[config.mk]
export PLATFORM = sky130hd
export DESIGN_NAME = bsc_codec
export DESIGN_NICKNAME = d
export VERILOG_FILES = /design/src/bsc_pkg.sv /design/src/bsc_stream_if.sv /design/src/bsc_fifo.sv /design/src/bsc_codec.sv
export SDC_FILE = /design/constraint.sdc
export NUM_CORES = 1
export LEC_CHECK = 0
export BUFFER_PORTS_ARGS = -buffer_cell sky130_fd_sc_hd__buf_4
export CAP_MARGIN = 20
export CELL_PAD_IN_SITES_DETAIL_PLACEMENT = 1
export CELL_PAD_IN_SITES_GLOBAL_PLACEMENT = 2
export CORE_ASPECT_RATIO = 0.8
export CORE_MARGIN = 2
export CORE_UTILIZATION = 45
export CTS_CLUSTER_DIAMETER = 60
export CTS_CLUSTER_SIZE = 25
export DETAILED_ROUTE_END_ITERATION = 8
export PLACE_DENSITY_LB_ADDON = 0.05
export SLEW_MARGIN = 25
export SYNTH_ARGS = -nofsm -noshare
export SYNTH_HDL_FRONTEND = slang
export SYNTH_SLANG_ARGS = --single-unit
[constraint.sdc]
create_clock -name ref_clk -period 3.1 [get_ports ref_clk]
set_clock_uncertainty 0.1 [all_clocks]
set_input_delay 0.31 -clock ref_clk [delete_from_list [all_inputs] [get_ports ref_clk]]
set_output_delay 0.31 -clock ref_clk [all_outputs]
set_load 0.005 [all_outputs]
[src/bsc_pkg.sv]
package bsc_pkg;

	// default code: a (15,7) double-error-correcting code over 4-bit symbols
	localparam int           DEF_SYM_BITS = 4;
	localparam int           DEF_CW_LEN   = 15;
	localparam int           DEF_MSG_LEN  = 7;
	localparam int           DEF_T        = 2;
	localparam int           DEF_D        = 1;
	localparam logic [8:0]   DEF_GEN      = 9'h1d1;

	// output buffer geometry
	localparam int           FIFO_DEPTH   = 32;
	localparam int           FLAG_BITS    = 3;

	// field positions of a buffered word: {data, sop, eop, error}, error in bit 0
	localparam int           FLD_ERR      = 0;
	localparam int           FLD_EOP      = 1;
	localparam int           FLD_SOP      = 2;

	// mode selection
	localparam bit           MODE_ENCODER = 1'b1;
	localparam bit           MODE_DECODER = 1'b0;

	typedef enum logic [1:0] {
		ST_RECV = 2'b00,
		ST_CORR = 2'b01,
		ST_EMIT = 2'b10
	} bsc_state_t;

endpackage

[src/bsc_stream_if.sv]
`timescale 1ns/1ps
// one valid/ready stream between the codec core and its output buffer
interface bsc_stream_if #(
	parameter int W = 8
) ();
	logic         valid;
	logic         ready;
	logic [W-1:0] data;

	modport src (output valid, output data, input ready);
	modport snk (input valid, input data, output ready);
endinterface

[src/bsc_fifo.sv]
`timescale 1ns/1ps
module bsc_fifo #(
	parameter int W     = 8,
	parameter int DEPTH = bsc_pkg::FIFO_DEPTH
) (
	input  wire logic ref_clk,
	input  wire logic rst_n,
	bsc_stream_if.snk wr,
	bsc_stream_if.src rd
);
	import bsc_pkg::*;

	localparam int AW = $clog2(DEPTH);

	logic [W-1:0] mem_q [DEPTH];
	logic [AW:0]  wptr_q;
	logic [AW:0]  rptr_q;
	logic         full;
	logic         empty;
	logic         push;
	logic         pop;

	// extra pointer bit separates full from empty
	assign empty    = (wptr_q == rptr_q);
	assign full     = (wptr_q[AW] != rptr_q[AW]) && (wptr_q[AW-1:0] == rptr_q[AW-1:0]);
	assign wr.ready = !full;
	assign rd.valid = !empty;
	assign rd.data  = mem_q[rptr_q[AW-1:0]];     // head word sits in flops
	assign push     = wr.valid && !full;
	assign pop      = rd.ready && !empty;

	// storage has no reset: only words behind a valid pointer are ever read
	always_ff @(posedge ref_clk) begin
		if (push) begin
			mem_q[wptr_q[AW-1:0]] <= wr.data;
		end
	end

	// pointers move only on a real transfer, so a stalled head stays put
	always_ff @(posedge ref_clk) begin
		if (!rst_n) begin
			wptr_q <= '0;
			rptr_q <= '0;
		end else begin
			if (push) begin
				wptr_q <= wptr_q + 1'b1;
			end
			if (pop) begin
				rptr_q <= rptr_q + 1'b1;
			end
		end
	end

endmodule

[src/bsc_codec.sv]
`timescale 1ns/1ps
module bsc_codec #(
	parameter bit               ENCODER  = bsc_pkg::MODE_ENCODER,
	parameter int               M        = bsc_pkg::DEF_SYM_BITS,
	parameter int               N        = bsc_pkg::DEF_CW_LEN,
	parameter int               K        = bsc_pkg::DEF_MSG_LEN,
	parameter int               T        = bsc_pkg::DEF_T,
	parameter int               D        = bsc_pkg::DEF_D,
	parameter logic [N-K:0]     GEN      = bsc_pkg::DEF_GEN,
	parameter int               DEPTH    = bsc_pkg::FIFO_DEPTH
) (
	input  wire logic           ref_clk,
	input  wire logic           rst_n,
	input  wire logic [D-1:0]   in_data,
	input  wire logic           in_valid,
	input  wire logic           in_sop,
	input  wire logic           in_eop,
	output logic                in_ready,
	output logic [D-1:0]        out_data,
	output logic                out_valid,
	output logic                out_sop,
	output logic                out_eop,
	output logic                out_error,
	input  wire logic           out_ready
);
	import bsc_pkg::*;

	localparam int P     = N - K;
	localparam int X_IN  = ENCODER ? (K / D) : (N / D);
	localparam int X_OUT = N / D;
	localparam int CW    = $clog2(X_IN + 1);
	localparam int OW    = $clog2(X_OUT + 1);
	localparam int PW    = $clog2(N + 1);
	localparam int FW    = D + FLAG_BITS;
	localparam int CORR_MAX = N + 1;

	// remainder of v(x)*x^P modulo the generator; nonzero exactly when v is not a codeword
	function automatic logic [P-1:0] poly_rem(input logic [N-1:0] v);
		logic [P-1:0] r;
		logic         fb;
		r = '0;
		for (int i = N - 1; i >= 0; i--) begin
			fb = r[P-1] ^ v[i];
			r  = {r[P-2:0], 1'b0};
			if (fb) begin
				r = r ^ GEN[P-1:0];
			end
		end
		return r;
	endfunction

	bsc_state_t     state_q;
	bsc_state_t     state_d;
	logic [CW-1:0]  cnt_q;
	logic [CW-1:0]  cnt_d;
	logic [OW-1:0]  ocnt_q;
	logic [OW-1:0]  ocnt_d;
	logic [N-1:0]   buf_q;
	logic [N-1:0]   buf_d;
	logic [P-1:0]   syn_q;
	logic [P-1:0]   syn_d;
	logic [PW-1:0]  pos_q;
	logic [PW-1:0]  pos_d;
	logic           fix_q;
	logic           fix_d;
	logic           err_q;
	logic           err_d;

	logic [N+D-1:0] in_cat;
	logic [N-1:0]   shifted;
	logic [N-1:0]   enc_msg;
	logic [N-1:0]   enc_cw;
	logic [N-1:0]   emit_next;
	logic           recv;
	logic           last_pend;
	logic           take;
	logic           take_last;
	logic           push;
	logic           push_last;
	logic [P-1:0]   pow_syn [N];
	logic           single_hit;
	logic           pair_hit;
	logic [PW-1:0]  pair_j;
	logic           hit;
	logic [N-1:0]   flip_mask;
	logic           corr_done;
	logic [FW-1:0]  head;

	bsc_stream_if #(.W(FW)) wr_s ();
	bsc_stream_if #(.W(FW)) rd_s ();

	// syndrome of a single error at each bit position, fixed at elaboration
	for (genvar gi = 0; gi < N; gi++) begin : g_pow
		assign pow_syn[gi] = poly_rem(N'(1) << gi);
	end

	// input acceptance: the last word is taken while ready is already low
	assign recv      = (state_q == ST_RECV);
	assign last_pend = recv && (cnt_q == CW'(X_IN - 1));
	assign in_ready  = recv && !last_pend;
	assign take      = in_valid && recv;
	assign take_last = take && last_pend;
	assign in_cat    = {buf_q, in_data};
	assign shifted   = in_cat[N-1:0];

	// encoder: message sits in the low K bits; parity appended below it
	assign enc_msg   = {{P{1'b0}}, shifted[K-1:0]};
	assign enc_cw    = {shifted[K-1:0], poly_rem(enc_msg)};

	// decoder search: one candidate position per cycle, partner searched in parallel
	assign single_hit = (pow_syn[pos_q] == syn_q);
	always_comb begin
		pair_hit = 1'b0;
		pair_j   = '0;
		for (int j = 0; j < N; j++) begin
			if ((T >= 2) && (PW'(j) > pos_q) && ((pow_syn[pos_q] ^ pow_syn[j]) == syn_q)) begin
				pair_hit = 1'b1;
				pair_j   = PW'(j);
			end
		end
	end
	assign hit       = !fix_q && (single_hit || pair_hit);
	assign flip_mask = !hit ? '0 :
	                   single_hit ? (N'(1) << pos_q) :
	                   ((N'(1) << pos_q) | (N'(1) << pair_j));
	assign corr_done = fix_q || hit || (pos_q == PW'(N - 1));

	// output side: words leave MSB first, marked with packet flags
	assign push      = wr_s.valid && wr_s.ready;
	assign push_last = push && (ocnt_q == OW'(X_OUT - 1));
	assign emit_next = {buf_q[N-D-1:0], {D{1'b0}}};
	assign wr_s.valid = (state_q == ST_EMIT);
	assign wr_s.data  = {buf_q[N-1 -: D], ocnt_q == '0, ocnt_q == OW'(X_OUT - 1),
	                     err_q};

	// next-state logic of the codec sequencer
	always_comb begin
		state_d = state_q;
		cnt_d   = cnt_q;
		ocnt_d  = ocnt_q;
		buf_d   = buf_q;
		syn_d   = syn_q;
		pos_d   = pos_q;
		fix_d   = fix_q;
		err_d   = err_q;
		case (state_q)
			ST_RECV: begin
				if (take) begin
					buf_d = shifted;
					cnt_d = cnt_q + 1'b1;
					if (take_last) begin
						cnt_d  = '0;
						ocnt_d = '0;
						pos_d  = '0;
						if (ENCODER) begin
							buf_d   = enc_cw;
							err_d   = 1'b0;
							state_d = ST_EMIT;
						end else begin
							syn_d   = poly_rem(shifted);
							fix_d   = (poly_rem(shifted) == '0);
							state_d = ST_CORR;
						end
					end
				end
			end
			ST_CORR: begin
				buf_d = buf_q ^ flip_mask;
				pos_d = pos_q + 1'b1;
				fix_d = fix_q || hit;
				if (corr_done) begin
					err_d   = !(fix_q || hit);
					state_d = ST_EMIT;
				end
			end
			ST_EMIT: begin
				if (push) begin
					buf_d  = emit_next;
					ocnt_d = ocnt_q + 1'b1;
					if (push_last) begin
						state_d = ST_RECV;
					end
				end
			end
			default: begin
				state_d = ST_RECV;
			end
		endcase
	end

	// state registers; synchronous reset drops any partial packet
	always_ff @(posedge ref_clk) begin
		if (!rst_n) begin
			state_q <= ST_RECV;
			cnt_q   <= '0;
			ocnt_q  <= '0;
			buf_q   <= '0;
			syn_q   <= '0;
			pos_q   <= '0;
			fix_q   <= 1'b0;
			err_q   <= 1'b0;
		end else begin
			state_q <= state_d;
			cnt_q   <= cnt_d;
			ocnt_q  <= ocnt_d;
			buf_q   <= buf_d;
			syn_q   <= syn_d;
			pos_q   <= pos_d;
			fix_q   <= fix_d;
			err_q   <= err_d;
		end
	end

	// output buffer: a stalled sink fills it, then emission pauses
	bsc_fifo #(
		.W     (FW),
		.DEPTH (DEPTH)
	) u_fifo (
		.ref_clk (ref_clk),
		.rst_n   (rst_n),
		.wr      (wr_s),
		.rd      (rd_s)
	);

	// head of the buffer drives the sink directly
	assign head       = rd_s.data;
	assign rd_s.ready = out_ready;
	assign out_valid  = rd_s.valid;
	assign out_data   = head[FLAG_BITS +: D];
	assign out_sop    = rd_s.valid && head[FLD_SOP];
	assign out_eop    = rd_s.valid && head[FLD_EOP];
	assign out_error  = rd_s.valid && head[FLD_ERR];

	// in_sop and in_eop are framing hints only; word counting defines the packet
	logic unused_flags;
	assign unused_flags = in_sop ^ in_eop;
endmodule

Word-level counts from Yosys, hierarchy flattened
Memories as Yosys holds them, arrays and structs flattened. A register that Yosys moved wholly into a read port is not among the register bits. Cells that the tools add are included.

Input port bits: 7. Bits in writable memories: 128. Memories kept: 2. Output and inout port bits: 6. ROM bits: 128. Logic and storage cells: 203. Register bits: 42.

Add/sub/neg operators: 5. Order comparisons: 16. Equality and inequality tests: 13. Reduce and logical (&&, ||, !) cells: 62. Bitwise gates (word level): 30. Shift operators: 2. Mux-type cells: 64.

Memory list: (no name shown) (depth 16, bits a word 8, rd ports 1, clocked after memory_dff 0, write ports 0, RTL line bsc_codec.sv:116) `if ((T >= 2) && (PW'(j) > pos_q) && ((pow_syn[pos_q] ^ pow_syn[j]) == syn_q)) begin`; u_fifo.mem_q (depth 32, bits a word 4, rd ports 1, clocked after memory_dff 1, write ports 1, RTL line bsc_fifo.sv:15) `logic [W-1:0] mem_q [DEPTH];`.

Operators by type and width (number): zero test 8 bit (16); 2-to-1 mux 15 bit (5); 2-to-1 mux 8 bit (9); 2-to-1 mux 4 bit (16); one-hot mux 15 bit (3 select lines) (1); NOT 4 bit (11); << shifter 1 x 4 -> 15 bit (first input constant) (2); > comparator 4 bit (first input constant) (7); logical AND 1 bit (27); 2-to-1 mux 1 bit (21); > comparator 3 x 4 -> 1 bit (first input constant) (4); one-hot mux 4 bit (2 select lines) (2); bitwise OR 15 bit (1); bitwise XOR 15 bit (1); adder 6 x 1 -> 6 bit (second input constant) (2); 2-to-1 mux 2 bit (5); 2-to-1 mux 5 bit (2); NOT 5 bit (2); adder 4 x 1 -> 4 bit (second input constant) (2); == test 4 bit (second input constant) (2); > comparator 1 x 4 -> 1 bit (first input constant) (2); > comparator 2 x 4 -> 1 bit (first input constant) (2); NOT 1 bit (8); AND reduction 4 bit (2); other kinds (24) (40).

Longest topological paths before layout
Gate-level depths: netlist of the first run.

Depth after elaboration: 28. Gate-level depth with buffers: 8. Mapped depth without buffers: 7.

Hierarchy
From an unflattened synthesis of the first run, not the netlist that was laid out.

Cells, all modules: 493. Area total of the unflattened synthesis: 7317.0 um^2.

Modules (own cells, without submodules): bsc_fifo (sequential area each 4184.0 um^2, area each 5869.4 um^2, instances 1, cells an instance 314); bsc_codec (sequential area each 460.4 um^2, area each 1447.6 um^2, instances 1, cells an instance 179).

Least setup slack after synthesis of the first run
No wires, ideal clock.

Kind: reg-to-reg. From: register ocnt_q[0]. To: memory u_fifo.mem_q[0][2] (netlist name), data pin. Required time: 2.539 ns. Path slack: 0.635 ns. Library setup time: 0.461 ns. Stages on the path, launching flop included: 4. Arrival time: 1.904 ns. Path buffers: 0. Period minus slack after synthesis: 2.465 ns. Cell sequence: dfxtp_1 inv_1 ha_1 nor3b_1.

Cells in the longest elaborated chain, start to end: 1.

Ends and longest elaborated chain: start: declaration (RTL line bsc_codec.sv:56) `logic [OW-1:0] ocnt_q;`; start signal: assignment (RTL line bsc_codec.sv:205) `ocnt_q <= ocnt_d;`; zero test 4 bit (RTL line bsc_codec.sv:133) `assign wr_s.data = {buf_q[N-1 -: D], ocnt_q == '0, ocnt_q == OW'(X_OUT - 1),`; via u_fifo.wr.data[2] (RTL line bsc_stream_if.sv:11) `modport snk (input valid, input data, output ready);`; end: declaration (RTL line bsc_fifo.sv:15).

The timed path passes the listed nets, and every way through them passes these cells.

==> flow_summary.json, run 1 <==
{
  "p_comb_share_pct": 1.8,
  "area_delta_synth_final_pct": 13.9,
  "cp_top_family": "multiplexers",
  "start_util_pct": 46.6,
  "crit_required_ns": 2.69,
  "yosysSeqAreaShare_pct": 60.8,
  "place_area_um2": 6320,
  "start_kind": "register",
  "syn_area_um2": 6060,
  "grt_max_degree": 44,
  "slowest_stage": "mux4_2",
  "p_seq_share_pct": 49.2,
  "die_width_um": 134,
  "crit_top_cell": "mux4_2",
  "clock.fmax_mhz": 341,
  "first_global_vias": 3880,
  "syn-instance-count": 457,
  "synth_cell_type_count": 49,
  "crit_chain": "buf_12 > mux4_2 > mux4_2 > mux2_2 > buf_4",
  "drtPass1Iterations": 4,
  "clk_pin_slew_ns": 0.06,
  "routabilityCongestion": 0.726,
  "status": "finished, final reports clean",
  "diodes": 0,
  "cts_made_buffers": 17,
  "hold_viol_final": 0,
  "worst_slew_pin_slew_ns": 0.584,
  "overflow": 0,
  "cts_tree": "yes",
  "grt_pass1_wl_um": 22300,
  "antenna_left": 0,
  "ff_latch_area_um2": 3680,
  "p_per_area_nw_per_um2": 577,
  "synth_warnings": 0,
  "cp-end-kind": "output pin",
  "arrival_ns": 2.52,
  "relSlewSlack_pct": 61.1,
  "cts_resized": 0,
  "p_int_mw": 3.04,
  "ir_worst_vdd_mv": 0.456,
  "routed_wl_um": 13700,
  "min_path_type": "input port to register",
  "synthArstFlopShare_pct": 0,
  "core_um2": 13000,
  "worstSkewPairLatency_ns": 0.43,
  "post_synth.cell_area_avg_um2": 13.3,
  "vias": 3665,
  "antenna_found_initial": 0,
  "ios": 13,
  "slowest_delay_ns": 0.58,
  "period_share_pct": 94.6,
  "swShare_pct": 23.7,
  "drv_slew": 0,
  "cts_setup_buffers": 0,
  "root_buffer": "clkbuf_16",
  "yosys_register_bits": 136,
  "htree_num_levels": 4,
  "synth_top_area_share_pct": 47.6,
  "drive_above_1_share_pct": 19.0,
  "fin_nets": 484,
  "fillers": 1291,
  "ys_top_cells_by_area": "edfxtp_1 48%, dfxtp_1 13%, mux4_2 9.7%",
  "ys.flop_type": "edfxtp_1",
  "critPathBufInv": 2,
  "switching_power_uw": 944,
  "clockBufferDepth": 2,
  "maxCapViolCount": 0,
  "grt_usage_pct": 21.0,
  "cts_hold_buf": 0,
  "leakagePower_nw": 2.39,
  "dpl.hpwl_um": 9000,
  "final_area_um2": 6900,
  "worst-setup-path-type": "register to output pin",
  "finalSetupViolCount": 0,
  "first_iter_violations": 269,
  "min_period_ns": 2.93,
  "rsz0062_at_grt": "no",
  "setup_tns_ns": 0,
  "p_clk_share_pct": 49.1,
  "die_h_um": 108,
  "viasPerCell": 5.60,
  "die_area_um2": 14400,
  "synth_edf_count": 96,
  "yosysTopAreaCell": "edfxtp_1",
  "crit_fanout": 24,
  "rows": 37,
  "cts.sinks": 136,
  "multi_input_area_um2": 2210,
  "drc": 0,
  "wl_per_cell_um": 20.9,
  "io_buffer_count": 9,
  "syn_nets": 474
}
-- cells in the final DEF (no fill, tap or decap), drive strengths merged, types with 11 or more instances in the layout --
cell    count
edfxtp     96
nor2       41
dfxtp      40
clkbuf     17
nand3      19
nand2      44
buf        19
xnor2      16
inv        17
o21ai      11
mux4       26
-- cell usage after synthesis (4+ instances only) --
cell and number:
a211oi_1 5, nand3b_1 4, mux2i_1 7, nor2_1 41, a31oi_1 6, ha_1 10
and2_1 5, nand3_1 19, a21boi_0 6, o211a_1 8, nor2b_1 8, o31a_1 4
a21oi_1 5, mux4_2 26, buf_2 5, dfxtp_1 40, xnor2_1 16, nand2b_1 8
o21ai_0 11, edfxtp_1 96, clkbuf_1 17, inv_1 9, and3_1 5, o22ai_1 4
xor2_1 7, nand2_1 44
-- per-stage QoR --
stage	power, mW	setup slack (ns)	cells	hold slack (ns)	util (%)
floorplan	2.05	0.635	457	0.352	-
detailed placement	2.07	0.421	623	0.386	48.6
finish	3.98	0.168	655	0.199	53.0
CTS	4.03	0.120	655	0.189	53.0
global placement	2.06	0.500	623	0.381	48.6
global route	4.12	0.0909	655	0.197	53.0
-- metal layers --
metal	vias to the layer above	part of all wire, %	GRT usage (%)
met1	1874	50	30.6
li1	1725	-	-
met4	0	1.2	5.93
met2	48	45	31.5
met3	18	3.2	4.99
met5	-	0	0
-- area by class of cell --
type                            count  share of cell area [%]
Sequential cell                   136                    53.4
Multi-Input combinational cell    284                    32.1
Clock buffer                       17                    6.17
Tap cell                          175                    3.17
Timing Repair Buffer               19                    2.43
Clock inverter                     15                    2.25
Inverter                            9                   0.490
-- registers in the layout (all words and copies together), names as in the netlist, named ones only --
name and count:
buf_q 15, u_fifo.mem_q 96, state_q 1, ocnt_q 4, u_fifo.rptr_q 6, cnt_q 3
u_fifo.wptr_q 6
-- worst min-delay path: cells and delay by family --
family / cells / cell delay, ns
buffers and inverters: 1 / 0.09
multiplexers: 1 / 0.15
AND/OR/NAND/NOR: 1 / 0.12
-- power groups by stage --
stage	logic (mW)	registers [mW]	clock network, mW
2_1_floorplan	0.0604	1.99	0
3_3_place_gp	0.0674	2.00	0
3_5_place_dp	0.0711	2.00	0
4_1_cts	0.0715	1.96	2.00
5_1_grt	0.0805	1.96	2.08
6_report	0.0701	1.96	1.95
-- logic make-up (layout without fill, tap and decap cells) --
group / count (synthesis) / count (layout) / synth area share [%]
buf+inv: 37 / 60 / 2.77
other cells: 1 / 1 / 0.0619
flops: 136 / 136 / 60.8
xor+xnor: 23 / 23 / 3.33
mux: 35 / 35 / 11.2
simple gates: 153 / 153 / 12.1
fa+ha+maj: 10 / 10 / 2.07
compound gates: 62 / 62 / 7.64
-- final timing paths --
check	slack [ns]	start	depth (start not counted)	to
min reg2reg	0.40	buf_q[8]	1	buf_q[8]
min	0.20	out_ready	3	u_fifo.rptr_q[0]
max reg2reg	0.60	u_fifo.wptr_q[2]	5	u_fifo.mem_q[25][2]
max	0.17	register	5	out_data
Power figures use the tool's default switching activity.
==> run 2: changes to the inputs <==
Settings changed: ABC_AREA set to 1, CORE_UTILIZATION 45 to 40, CTS_CLUSTER_DIAMETER 60 to 120, RECOVER_POWER set to 25.
==> run 2 against run 1 <==
Compared with the run above: the run now ends with max-capacitance violations, max-slew violations left; final area grew 5.7%; worst setup slack gained 0.067 ns; sequential cell count is the same; via count grew 33%; register-to-register slack lost 0.04 ns; combinational power grew to 4.5 times the previous value.
==> flow_summary.json, run 2 <==
{
  "p_comb_share_pct": 6.9,
  "ys_top_cells_by_area": "edfxtp_1 45%, dfxtp_1 12%, nand2_1 8.8%",
  "cp-end-kind": "output pin",
  "syn_nets": 724,
  "hold_viol_final": 0,
  "viasPerCell": 5.22,
  "vias": 4887,
  "antenna_found_initial": 0,
  "p_int_mw": 3.55,
  "worst-setup-path-type": "register to output pin",
  "cts_tree": "yes",
  "cts.sinks": 136,
  "routed_wl_um": 17300,
  "htree_num_levels": 4,
  "yosys_register_bits": 136,
  "yosysTopAreaCell": "edfxtp_1",
  "finalSetupViolCount": 0,
  "grt_max_degree": 53,
  "setup_tns_ns": 0,
  "largest_reg_flops": 96,
  "antenna_left": 0,
  "ir_worst_vdd_mv": 0.470,
  "worst_slew_pin_slew_ns": 1.71,
  "ios": 13,
  "synth_cell_type_count": 33,
  "clk_pin_slew_ns": 0.06,
  "root_buffer": "clkbuf_16",
  "ys.flop_type": "edfxtp_1",
  "swShare_pct": 22.1,
  "switching_power_mw": 1.01,
  "cts_made_buffers": 17,
  "die_width_um": 146,
  "first_iter_violations": 279,
  "first_global_vias": 4949,
  "rsz0062_at_grt": "no",
  "die_h_um": 117,
  "p_per_area_nw_per_um2": 625,
  "synthTopCellsByCount": "151 x nand2_1, 98 x nor2_1, 96 x edfxtp_1",
  "core_um2": 15700,
  "slowest_delay_ns": 0.66,
  "min_path_type": "input port to register",
  "min_period_ns": 2.86,
  "cts_hold_buf": 0,
  "dpl.hpwl_um": 11000,
  "io_buffer_count": 9,
  "r2r_start": "ocnt_q[0]",
  "worstSkewPairLatency_ns": 0.42,
  "grt_pass1_wl_um": 27700,
  "p_seq_share_pct": 43.3,
  "overflow": 0,
  "start_util_pct": 40.7,
  "arrival_ns": 2.45,
  "yosysSeqAreaShare_pct": 57.4,
  "final_area_um2": 7290,
  "post_synth.cell_area_avg_um2": 9.08,
  "crit_top_cell": "nor2_1",
  "rows": 41,
  "maxCapViolCount": 2,
  "die_area_um2": 17100,
  "grt_usage_pct": 21.6,
  "synth_top_area_share_pct": 44.9,
  "cp_top_family": "flip-flops",
  "synthArstFlopShare_pct": 0,
  "period_share_pct": 92.4,
  "yosysMostFrequentCell": "nand2_1",
  "syn-instance-count": 707,
  "drive_above_1_share_pct": 8.31,
  "place_area_um2": 6650,
  "routabilityCongestion": 0.732,
  "p_clk_share_pct": 49.9,
  "synth_edf_count": 96,
  "start_kind": "register",
  "mostFrequentLayoutCell": "nand2_1",
  "clockBufferDepth": 2,
  "syn_area_um2": 6420,
  "critPathBufInv": 3,
  "relSlewSlack_pct": -14.0,
  "wl_per_cell_um": 18.5,
  "drv_slew": 67,
  "clock.fmax_mhz": 349,
  "mostFrequentLayoutCells": "151 x nand2_1, 98 x nor2_1, 96 x edfxtp_1",
  "holdCritStartpoint": "rst_n",
  "diodes": 0,
  "violations": "max-capacitance violations, max-slew violations",
  "crit_fanout": 26,
  "status": "finished, violations left",
  "fin_nets": 726,
  "crit_chain": "clkinv_1 > buf_4 > nor2_1 > o21ai_0 > o211ai_1 > nand2_1 > nor2_1 > nor2_1 > nor2_1 > buf_4",
  "crit_required_ns": 2.69,
  "leakagePower_nw": 2.70,
  "synth_warnings": 0,
  "cts_setup_buffers": 0,
  "drc": 0,
  "drtPass1Iterations": 5,
  "slowest_stage": "dfxtp_1",
  "final_util_pct": 46.3,
  "cts_resized": 0,
  "area_delta_synth_final_pct": 13.7
}
run 2: changes by cell type after synthesis, sizes merged, moves of 10 or more:
cell	previous run	this run
nand2	44	154
nor2	41	105
nand3	19	65
o21ai	11	47
inv	9	44
nor3	3	34
mux4	26	0
a21oi	5	24
xnor2	16	6
run 2: cell families (layout without fill, tap and decap cells):
family          after synthesis  in the layout  synth area share (%)
buf+inv                      88            103                  6.20
other cells                   1              1                0.0584
xor+xnor                     16             16                  2.18
flops                       136            136                  57.4
fa+ha+maj                    10             10                  1.95
simple gates                367            367                  24.6
compound gates               89             89                  7.61
run 2: tightest hold or removal path: cells and delay by family:
| family | cells | cell delay (ns) |
|---|---|---|
| and+or+nand+nor | 2 | 0.12 |
| buffers and inverters | 1 | 0.20 |
run 2: worst paths after layout:
kind	endpoint	slack [ns]	cells past startpoint
max	out_eop	0.24	10
min	buf_q[8]	0.16	3
max reg2reg	u_fifo.mem_q[13][1]	0.56	4
min reg2reg	cnt_q[0]	0.41	2
run 2: area by class of cell:
cell class,instances,area (um^2)
Multi-Input combinational cell,483,2330
Timing Repair Buffer,20,151
Clock inverter,14,228
Sequential cell,136,3680
Tap cell,215,269
Inverter,51,196
Clock buffer,18,429
Fill cell,1868,8460
run 2: layer usage:
layer / vias up / GRT usage [%] / wire [um]
met1: 2426 / 30.0 / 8850
met2: 66 / 35.4 / 7810
met5: - / 0 / 0
met3: 14 / 4.19 / 512
li1: 2381 / - / -
met4: 0 / 5.69 / 160
run 2: metrics by stage:
step / total power, mW / cells / hold slack, ns / worst slack (ns)
after global placement: 2.31 / 905 / 0.366 / 0.775
after global routing: 4.72 / 937 / 0.164 / 0.0574
after detailed placement: 2.33 / 905 / 0.400 / 0.708
after floorplan: 2.23 / 707 / 0.350 / 0.636
after CTS: 4.60 / 937 / 0.148 / 0.210
final: 4.56 / 937 / 0.155 / 0.236
run 2: power groups by stage:
stage / Sequential [mW] / Combinational (mW) / Clock, mW
global placement: 2.01 / 0.305 / 0
detailed placement: 2.01 / 0.315 / 0
floorplan: 2.00 / 0.226 / 0
global route: 1.98 / 0.361 / 2.39
CTS: 1.97 / 0.317 / 2.31
finish: 1.97 / 0.313 / 2.27
==> run 3: changes to the inputs <==
Settings changed: CELL_PAD_IN_SITES_GLOBAL_PLACEMENT 2 to 1, CORE_UTILIZATION 40 to 50, SYNTH_HIERARCHICAL set to 1.
==> run 3 against run 2 <==
Compared with the run above: combinational power rose by 12%; via count rose by 18%; fmax fell by 2.0%; first-iteration DRC count is 39% higher; global-route usage up 4.6 points; die area down 3.7%; hold slack worse by 0.042 ns; the flow finishes with violations (max-capacitance violations).
==> flow_summary.json, run 3 <==
{
  "status": "finished, violations left",
  "violations": "max-capacitance violations",
  "routed_wl_um": 20000,
  "mostFrequentLayoutCells": "262 x nand2_1, 135 x nand3_1, 128 x edfxtp_1",
  "ios": 13,
  "slowest_stage": "buf_4",
  "crit_chain": "buf_4 > nand2_1 > nand3_1 > nand3_1 > nand2_1 > nand2_1 > nand3_1 > and2_1 > nand2_1 > inv_1 > buf_4",
  "overflow": 0,
  "clockBufferDepth": 2,
  "vias": 5771,
  "htree_num_levels": 4,
  "cts_resized": 0,
  "synth_cell_type_count": 35,
  "synth_warnings": 6,
  "yosysMostFrequentCell": "nand2_1",
  "synth_edf_count": 128,
  "antenna_found_initial": 0,
  "slowest_delay_ns": 0.57,
  "p_per_area_nw_per_um2": 559,
  "rsz0062_at_grt": "no",
  "final_util_pct": 57.0,
  "start_util_pct": 51.2,
  "fin_nets": 863,
  "yosysSeqAreaShare_pct": 60.2,
  "worst-setup-path-type": "register to output pin",
  "grt_usage_pct": 26.2,
  "leakagePower_nw": 3.34,
  "synth_top_area_share_pct": 49.8,
  "ys.flop_type": "edfxtp_1",
  "post_synth.cell_area_avg_um2": 9.49,
  "period_share_pct": 94.3,
  "core_um2": 15100,
  "min_period_ns": 2.92,
  "cts_made_buffers": 17,
  "drive_above_1_share_pct": 8.51,
  "ys_top_cells_by_area": "edfxtp_1 50%, nand2_1 13%, dfxtp_1 10%",
  "start_kind": "register",
  "io_buffer_count": 10,
  "yosysTopAreaCell": "edfxtp_1",
  "maxCapViolCount": 1,
  "worst_slew_pin_slew_ns": 1.50,
  "first_iter_violations": 387,
  "multi_input_area_um2": 2730,
  "cts.sinks": 168,
  "relSlewSlack_pct": 0.0888,
  "die_area_um2": 16500,
  "wl_per_cell_um": 18.8,
  "cp-end-kind": "output pin",
  "area_delta_synth_final_pct": 11.2,
  "grt_pass1_wl_um": 32000,
  "ir_worst_vdd_mv": 0.499,
  "rows": 40,
  "syn_area_um2": 7720,
  "mostFrequentLayoutCell": "nand2_1",
  "hold_viol_final": 0,
  "routabilityCongestion": 0.849,
  "finalSetupViolCount": 0,
  "crit_required_ns": 2.69,
  "first_global_vias": 5904,
  "min_path_type": "input port to register",
  "largest_reg_flops": 128,
  "worstSkewPairLatency_ns": 0.43,
  "dpl.hpwl_um": 13300,
  "clk_pin_slew_ns": 0.06,
  "clock.fmax_mhz": 342,
  "die_h_um": 115,
  "crit_fanout": 64,
  "viasPerCell": 5.40,
  "yosys_register_bits": 168,
  "antenna_left": 0,
  "drtPass1Iterations": 5,
  "cts_tree": "yes",
  "cts_hold_buf": 0,
  "arrival_ns": 2.51,
  "drv_slew": 0,
  "synthArstFlopShare_pct": 0,
  "root_buffer": "clkbuf_16",
  "fillers": 1701,
  "setup_tns_ns": 0,
  "cts_setup_buffers": 0,
  "diodes": 0,
  "die_width_um": 143,
  "cp_top_family": "simple AND/OR/NAND/NOR gates",
  "synthTopCellsByCount": "262 x nand2_1, 135 x nand3_1, 128 x edfxtp_1",
  "grt_max_degree": 65,
  "crit_top_cell": "nand2_1",
  "critPathBufInv": 3,
  "syn-instance-count": 813,
  "drc": 0,
  "ff_latch_area_um2": 4650
}
run 3: metrics by stage:
| step | power, mW | setup WS, ns | hold WS [ns] | instance area [um^2] | instances |
|---|---|---|---|---|---|
| floorplan | 2.72 | 1.15 | 0.331 | 7830 | 844 |
| global placement | 2.81 | 0.742 | 0.365 | 8040 | 1037 |
| detailed placement | 2.83 | 0.656 | 0.392 | 8040 | 1037 |
| CTS | 4.83 | 0.187 | 0.0965 | 8600 | 1068 |
| global route | 4.97 | 0.0125 | 0.122 | 8580 | 1068 |
| finish | 4.80 | 0.177 | 0.113 | 8580 | 1068 |
run 3: area by class of cell:
class	instances	area share, %
inverters	61	2.76
well taps	210	3.06
clock buffers	17	4.96
flip-flops and latches	168	54.1
multi-input cells	578	31.8
clock inverters	14	1.49
repair buffers	20	1.81
run 3: worst paths after layout:
| check | to | slack, ns | from | cells after the start |
|---|---|---|---|---|
| worst max-delay path | out_error | 0.18 | register | 11 |
| worst min-delay path | buf_q[0] | 0.11 | in_data | 3 |
| worst max register to register | u_fifo/mem_q[22][0] | 0.65 | u_fifo/wptr_q[2] | 6 |
| worst min register to register | cnt_q[1] | 0.40 | cnt_q[1] | 2 |
run 3: logic make-up (layout without fill, tap and decap cells):
family | count (synthesis) | count (layout) | share of synthesized area (%)
and+or+nand+nor | 475 | 475 | 27.4
DFF | 168 | 168 | 60.2
buffers and inverters | 98 | 112 | 5.92
AOI/OAI and AO/OA | 49 | 49 | 3.49
xor gates and xnor gates | 12 | 12 | 1.36
adders and majority gates | 10 | 10 | 1.62
other | 1 | 32 | 0.0486
run 3: where the power goes:
part	internal (mW)	leakage, nW	total (mW)	switching, mW
combinational	0.107	1.65	0.349	0.242
clock	1.10	0.257	2.01	0.902
sequential	2.42	1.44	2.44	0.0209
run 3: layer usage:
layer  vias up  GRT usage [%]  wire, um
met4         0           8.38       342
met3        23           5.21       929
met2       121           42.2      9440
li1       2767              -         -
met1      2860           36.3      9320
met5         -              0         0
run 3: worst min-delay path, stage by stage:
cell and delay, ns:
buf_4 0.13, nand3_1 0.08, a31oi_1 0.08
